--- src/inc/apd_pkg.sv ---
// Purpose: constants for the automatic power-down unit
// Assumes: power-mode register bits arrive as plain ports
// Notes:   one clock domain, pins synchronised inside the unit
package apd_pkg;
  localparam int          IDLE_W        = 4;
  localparam logic [3:0]  IDLE_LIMIT    = 4'hF;
  localparam int          BIT_SLEEP_EN  = 1;
  localparam int          BIT_FULLSPD_N = 3;
  localparam int          BIT_ARR_CLK   = 4;
  localparam int          BIT_MC_CLK    = 5;
  localparam logic [7:0]  PMR0_RESET    = 8'h00;
  localparam int          BLOCK_W       = 8;
  localparam logic [7:0]  BLOCK_RESET   = 8'h00;

  typedef enum logic [1:0] {APD_RUN, APD_DOWN} apd_state_t;
endpackage

--- src/verilog/apd_unit.sv ---
// Purpose: auto power-down, chip-select gating and signal blocking
// Assumes: pin inputs are asynchronous; power-mode bits come from logic
// Notes:   strobe and clock input edges are detected on the core clock
`timescale 1ns/100ps

module apd_unit #(
  parameter int IDLE_W = apd_pkg::IDLE_W
) (
  input  wire logic                        CORE_CLK_I,
  input  wire logic                        RST_N_I,
  input  wire logic                        ADDR_STROBE_I,
  input  wire logic                        PLD_CLOCK_INPUT_I,
  input  wire logic                        CHIP_SEL_N_I,
  input  wire logic                        PMR0_WR_I,
  input  wire logic [7:0]                  PMR0_WDATA_I,
  input  wire logic                        PMR2_WR_I,
  input  wire logic [apd_pkg::BLOCK_W-1:0] PMR2_WDATA_I,
  input  wire logic [apd_pkg::BLOCK_W-1:0] MCU_CTRL_I,
  input  wire logic [15:0]                 MCU_ADDR_I,
  input  wire logic [7:0]                  MCU_DATA_I,
  input  wire logic [7:0]                  PORT_OUT_I,
  output logic                             POWER_DOWN_FLAG_O,
  output logic [7:0]                       PMR0_RDATA_O,
  output logic [apd_pkg::BLOCK_W-1:0]      PMR2_RDATA_O,
  output logic [15:0]                      MEM_ADDR_O,
  output logic [7:0]                       MEM_DATA_O,
  output logic                             MEM_SEL_O,
  output logic                             IO_CONTROL_SPACE_SELECT_O,
  output logic [15:0]                      ARR_ADDR_O,
  output logic [apd_pkg::BLOCK_W-1:0]      ARR_CTRL_O,
  output logic                             ARR_CLK_EN_O,
  output logic                             MC_CLK_EN_O,
  output logic                             ARR_FULLSPEED_O,
  output logic [7:0]                       PORT_OUT_O,
  output logic                             DATA_PORT_OE_N_O
);
  // strobe, clock and chip select sync pipes
  logic [1:0] as_s_r, as_s_nxt, ck_s_r, ck_s_nxt, cs_s_r, cs_s_nxt;
  logic       as_d_r, as_d_nxt, ck_d_r, ck_d_nxt, cs_d_r, cs_d_nxt;
  logic       rst_seen_r, rst_seen_nxt;
  logic [7:0] pmr0_r, pmr0_nxt;
  logic [apd_pkg::BLOCK_W-1:0] pmr2_r, pmr2_nxt;
  logic [IDLE_W-1:0] idle_r, idle_nxt;
  apd_pkg::apd_state_t st_r, st_nxt;
  logic [15:0] addr_r, addr_nxt, arr_a_r, arr_a_nxt;
  logic [7:0]  data_r, data_nxt, pout_r, pout_nxt;
  logic [apd_pkg::BLOCK_W-1:0] actl_r, actl_nxt;
  logic as_edge, ck_edge, cs_fall, sleep_en, pd;

  function automatic logic rise(input logic now, input logic prev);
    rise = now & ~prev;
  endfunction

  // dedicated inputs, two flops before use
  always_comb
  begin
    as_s_nxt = {as_s_r[0], ADDR_STROBE_I};
    ck_s_nxt = {ck_s_r[0], PLD_CLOCK_INPUT_I};
    cs_s_nxt = {cs_s_r[0], CHIP_SEL_N_I};
    as_d_nxt = as_s_r[1];
    ck_d_nxt = ck_s_r[1];
    cs_d_nxt = cs_s_r[1];
    as_edge  = rise(as_s_r[1], as_d_r);
    ck_edge  = rise(ck_s_r[1], ck_d_r);
    // fall seen while the delayed copy is still high
    cs_fall  = rise(cs_d_r, cs_s_r[1]);
  end

  // pipes reset to idle pin levels: no false strobe edge
  always_ff @(posedge CORE_CLK_I)
  begin
    if (!RST_N_I)
    begin
      as_s_r <= '0;
      ck_s_r <= '0;
      cs_s_r <= '1;
      as_d_r <= 1'b0;
      ck_d_r <= 1'b0;
      cs_d_r <= 1'b1;
    end
    else
    begin
      as_s_r <= as_s_nxt;
      ck_s_r <= ck_s_nxt;
      cs_s_r <= cs_s_nxt;
      as_d_r <= as_d_nxt;
      ck_d_r <= ck_d_nxt;
      cs_d_r <= cs_d_nxt;
    end
  end

  // reset release counts as a wake event for one cycle
  always_comb
  begin
    rst_seen_nxt = 1'b1;
  end

  always_ff @(posedge CORE_CLK_I)
  begin
    if (!RST_N_I)
      rst_seen_r <= 1'b0;
    else
      rst_seen_r <= rst_seen_nxt;
  end

  // power-mode registers, loaded whole by a write pulse
  always_comb
  begin
    pmr0_nxt = PMR0_WR_I ? PMR0_WDATA_I : pmr0_r;
    pmr2_nxt = PMR2_WR_I ? PMR2_WDATA_I : pmr2_r;
    // bit 1 enables the sleep unit
    sleep_en = pmr0_r[apd_pkg::BIT_SLEEP_EN];
  end

  always_ff @(posedge CORE_CLK_I)
  begin
    if (!RST_N_I)
    begin
      pmr0_r <= apd_pkg::PMR0_RESET;
      pmr2_r <= apd_pkg::BLOCK_RESET;
    end
    else
    begin
      pmr0_r <= pmr0_nxt;
      pmr2_r <= pmr2_nxt;
    end
  end

  always_comb
  begin
    idle_nxt = idle_r;
    st_nxt   = st_r;
    case (st_r)
      apd_pkg::APD_RUN:
      begin
        if (as_edge || !sleep_en)
          idle_nxt = '0;
        // count idle clock periods; raw clock, ungated
        else if (ck_edge)
          idle_nxt = idle_r + 1'b1;
        if (sleep_en && !as_edge && idle_r == IDLE_W'(apd_pkg::IDLE_LIMIT))
          st_nxt = apd_pkg::APD_DOWN;
      end
      apd_pkg::APD_DOWN:
      begin
        // strobe, chip select fall, reset release wake
        if (as_edge || cs_fall || !rst_seen_r || !sleep_en)
        begin
          st_nxt   = apd_pkg::APD_RUN;
          idle_nxt = '0;
        end
      end
      default:
      begin
        st_nxt   = apd_pkg::APD_RUN;
        idle_nxt = '0;
      end
    endcase
  end

  always_ff @(posedge CORE_CLK_I)
  begin
    if (!RST_N_I)
    begin
      idle_r <= '0;
      st_r   <= apd_pkg::APD_RUN;
    end
    else
    begin
      idle_r <= idle_nxt;
      st_r   <= st_nxt;
    end
  end

  assign pd = (st_r == apd_pkg::APD_DOWN);

  always_comb
  begin
    // freeze bus towards memories and arrays in power-down
    addr_nxt  = pd ? addr_r : MCU_ADDR_I;
    data_nxt  = pd ? data_r : MCU_DATA_I;
    arr_a_nxt = pd ? arr_a_r : MCU_ADDR_I;
    // blocking bits hold selected control lines low
    actl_nxt  = pd ? actl_r : (MCU_CTRL_I & ~pmr2_r);
    // port outputs keep level while down
    pout_nxt  = pd ? pout_r : PORT_OUT_I;
  end

  // frozen copies cost a cycle of latency on every bus path
  always_ff @(posedge CORE_CLK_I)
  begin
    if (!RST_N_I)
    begin
      addr_r  <= '0;
      data_r  <= '0;
      arr_a_r <= '0;
      actl_r  <= '0;
      pout_r  <= '0;
    end
    else
    begin
      addr_r  <= addr_nxt;
      data_r  <= data_nxt;
      arr_a_r <= arr_a_nxt;
      actl_r  <= actl_nxt;
      pout_r  <= pout_nxt;
    end
  end

  assign POWER_DOWN_FLAG_O = (st_r == apd_pkg::APD_DOWN);
  assign PMR0_RDATA_O      = pmr0_r;
  assign PMR2_RDATA_O      = pmr2_r;
  // memories see static inputs while frozen, so they idle
  assign MEM_ADDR_O        = addr_r;
  assign MEM_DATA_O        = data_r;
  // deselect on power-down or chip select high
  assign MEM_SEL_O                 = ~POWER_DOWN_FLAG_O & ~cs_d_r;
  assign IO_CONTROL_SPACE_SELECT_O = ~POWER_DOWN_FLAG_O & ~cs_d_r;
  assign ARR_ADDR_O        = arr_a_r;
  assign ARR_CTRL_O        = actl_r;
  // clock gates to array and macrocells
  assign ARR_CLK_EN_O      = ~pmr0_r[apd_pkg::BIT_ARR_CLK];
  assign MC_CLK_EN_O       = ~pmr0_r[apd_pkg::BIT_MC_CLK];
  // arrays depend only on full-speed bit
  assign ARR_FULLSPEED_O   = ~pmr0_r[apd_pkg::BIT_FULLSPD_N];
  assign PORT_OUT_O        = pout_r;
  // data port floats in power-down (enable low drives)
  assign DATA_PORT_OE_N_O  = POWER_DOWN_FLAG_O;
endmodule

--- config.mk ---
export PLATFORM = sky130hd
export DESIGN_NAME = apd_unit
export DESIGN_NICKNAME = d
export VERILOG_FILES = /design/src/inc/apd_pkg.sv /design/src/verilog/apd_unit.sv
export SDC_FILE = /design/constraint.sdc
export NUM_CORES = 1
export LEC_CHECK = 0
export BUFFER_PORTS_ARGS = -buffer_cell sky130_fd_sc_hd__buf_2
export CORE_UTILIZATION = 46
export CTS_BUF_LIST = sky130_fd_sc_hd__clkbuf_4
export CTS_CLUSTER_SIZE = 10
export DETAILED_ROUTE_END_ITERATION = 7
export GPL_TIMING_DRIVEN = 0
export PLACE_DENSITY = 0.82
export SETUP_SLACK_MARGIN = 0.3
export SLEW_MARGIN = 20
export SYNTH_ARGS = -nofsm -noshare
export SYNTH_HDL_FRONTEND = slang
export SYNTH_SLANG_ARGS = --single-unit
--- constraint.sdc ---
create_clock -name CORE_CLK_I -period 1.5 [get_ports CORE_CLK_I]
set_input_delay 0.075 -clock CORE_CLK_I [delete_from_list [all_inputs] [get_ports CORE_CLK_I]]
set_output_delay 0.075 -clock CORE_CLK_I [all_outputs]
set_load 0.02 [all_outputs]
==> results_dict.tcl <==
set metrics [dict create \
    final_common_cell "buf_2" \
    ant_nets 0 \
    grt_antenna_before_repair 0 \
    ys_warn_count 0 \
    fin_util_pct 82.0 \
    endpoint_kind "output port" \
    synth_cell_types 27 \
    core_area_mm2 0.00557 \
    drc 0 \
    tritoncts "done" \
    path_class "register to output port" \
    vias 2727 \
    synth_nets 330 \
    hpwl_um 4720 \
    clk_path_buf_depth 2 \
    diodes 0 \
    finalMaxSlewViolations 0 \
    io_pins 142 \
    grt_pass1_wl_um 12500 \
    post-route-min-period_ns 1.39 \
    mostFrequentLayoutCells "142 x buf_2, 69 x dfxtp_1, 61 x dlygate4sd3_1, 58 x nor2_1, 45 x mux2i_1" \
    start_kind "register" \
    worstMarginPinSlew_ns 0.504 \
    cts_root_buf "clkbuf_4" \
    grt_pass1_vias 2730 \
    path_clk_slew_ns 0.11 \
    cp_max_fo 4 \
    grt_max_degree 12 \
    maxCapViolations 0 \
    syn_area_mm2 0.00268 \
    fin_ws_ns 0.108 \
    hold_viol_final 0 \
    final-setup-viol-count 0 \
    p_per_area_mw_per_mm2 821 \
    rsz0062_at_grt "true" \
    via_per_inst 4.84 \
    overflow 0 \
    drive_gt1_share_pct 44.3 \
    htree_levels 3 \
    hold_path.class "input port to register" \
    clock_skew_ns 0.0150 \
    die_area_mm2 0.00613 \
    pre_cts_slack_ns 0.245 \
    gp_congestion 0.768 \
    start_util_pct 48.1 \
    syn_area_per_cell_um2 10.1 \
    die_x_um 78.3 \
    cts_buffers 9 \
    cts.sinks 71 \
    clkLatencyLatePin_ns 0.40 \
    fin_crit_sh_pct 92.8 \
    p_leak_uw 0.00219 \
    status "complete, no violations" \
    max_freq_ghz 0.718 \
    die_h_um 78.3 \
    grt_util_all_layers_pct 26.9 \
    slew_headroom_pct 66.4 \
    nets 552 \
    port_buffers 139 \
    wl_um 8660 \
    first_pass_iters 4 \
    required_ns 1.42 \
    drt_iter0_markers 97 \
    crit_arrival_ns 1.32 \
    synthCells 266 \
    ys_seq_elements 71 \
    seq_area_frac_synth_pct 53.1 \
    row_count 27 \
    setup_tns_ns 0 \
    syn_to_final_growth_pct 70.6 \
    wl_per_cell_um 15.4 \
    ir_drop_uv 731 \
]
## per-stage QoR
| stage | cell area [um^2] | power (uW) | hold WS, ns | instances |
|---|---|---|---|---|
| 2_1_floorplan | 2690 | 2390 | 0.103 | 266 |
| 3_3_place_gp | 3480 | 2600 | 0.259 | 477 |
| 3_5_place_dp | 3480 | 2620 | 0.287 | 477 |
| 4_1_cts | 4320 | 3710 | 0.00595 | 558 |
| 5_1_grt | 4570 | 3920 | 0.0118 | 564 |
| 6_report | 4570 | 3750 | 0.0250 | 564 |
## area by class of cell
type / instances / area, um^2
multi-input combinational: 157 / 1150
inverter: 5 / 18.8
timing repair buffer: 211 / 1490
buffer: 33 / 295
fill: 336 / 1000
clock buffer: 12 / 90.1
tap: 72 / 90.1
clock inverter: 3 / 12.5
sequential: 71 / 1430
## Yosys cell counts
| cell type | instances | area (um^2) |
|---|---|---|
| dfxtp_1 | 71 | 1420 |
| nor2_1 | 66 | 248 |
| mux2i_1 | 48 | 480 |
| buf_4 | 18 | 135 |
| buf_2 | 10 | 50.1 |
| a22oi_1 | 8 | 60.1 |
| and2_1 | 7 | 43.8 |
| clkbuf_1 | 5 | 18.8 |
| nand2b_1 | 5 | 31.3 |
| inv_1 | 4 | 15.0 |
| nand2_1 | 3 | 11.3 |
| and4_1 | 2 | 17.5 |
| nand3_1 | 2 | 10.0 |
| nand3b_1 | 2 | 15.0 |
| nand4_1 | 2 | 12.5 |
| o22ai_1 | 2 | 12.5 |
| a31oi_1 | 1 | 6.26 |
| and2b_1 | 1 | 7.51 |
| ha_1 | 1 | 12.5 |
| inv_2 | 1 | 3.75 |
| nand3b_4 | 1 | 20.0 |
| o21a_1 | 1 | 7.51 |
| o21ai_1 | 1 | 5.00 |
| o21ba_1 | 1 | 10.0 |
| or3_1 | 1 | 6.26 |
| or3b_1 | 1 | 8.76 |
| xor2_1 | 1 | 8.76 |
## worst max-delay path: stages (launching register included)
cell and delay, ns:
dfxtp_4 0.36, buf_6 0.12, clkbuf_16 0.14, nor2_4 0.09, buf_6 0.10, buf_6 0.10
## cells by family after synthesis
family | synth area share (%)
DFF | 53.1
muxes | 17.9
adders and majority gates | 0.467
AOI/OAI and AO/OA | 3.78
and+or+nand+nor | 16.1
xor gates and xnor gates | 0.327
buffers and inverters | 8.31
## registers in the layout, summed over array words and instances (netlist names)
name          count
ARR_ADDR_O       16
MEM_DATA_O        8
st_r              1
rst_seen_r        1
as_d_r            1
PMR2_RDATA_O      8
ck_d_r            1
as_s_r            2
PMR0_RDATA_O      8
cs_s_r            2
PORT_OUT_O        8
ck_s_r            2
idle_r            4
cs_d_r            1
ARR_CTRL_O        8
## report_power, final
part	total, uW	switching [uW]	internal [uW]
logic	709	357	352
registers	2050	69.1	1980
clock network	994	617	377
total	3750	1040	2710
## layer usage
layer  wire length (um)  GRT usage, %
met1               3260          27.4
met2               4600          50.4
met3                568          6.28
met4                230          14.4
met5                  0             0
## worst paths after layout
| path | startpoint | endpoint | slack [ns] | depth (start not counted) |
|---|---|---|---|---|
| worst min-delay path | RST_N_I | idle_r[1] | 0.02 | 3 |
| worst max-delay path | st_r[0] | MEM_SEL_O | 0.11 | 5 |
| worst min register to register | as_s_r[0] | as_s_r[1] | 0.44 | 1 |
| worst max register to register | st_r[0] | PORT_OUT_O[6] | 0.16 | 6 |
## repair_timing
action,4_1_cts,5_1_grt
setup buffers,5,2
gates resized for setup,21,35
endpoints found under the hold margin,62,0
hold buffers,61,0
gates cloned,0,4
setup endpoints to repair,14,48
pin swaps,3,22
No activity file was read; power rests on OpenSTA's default activity.
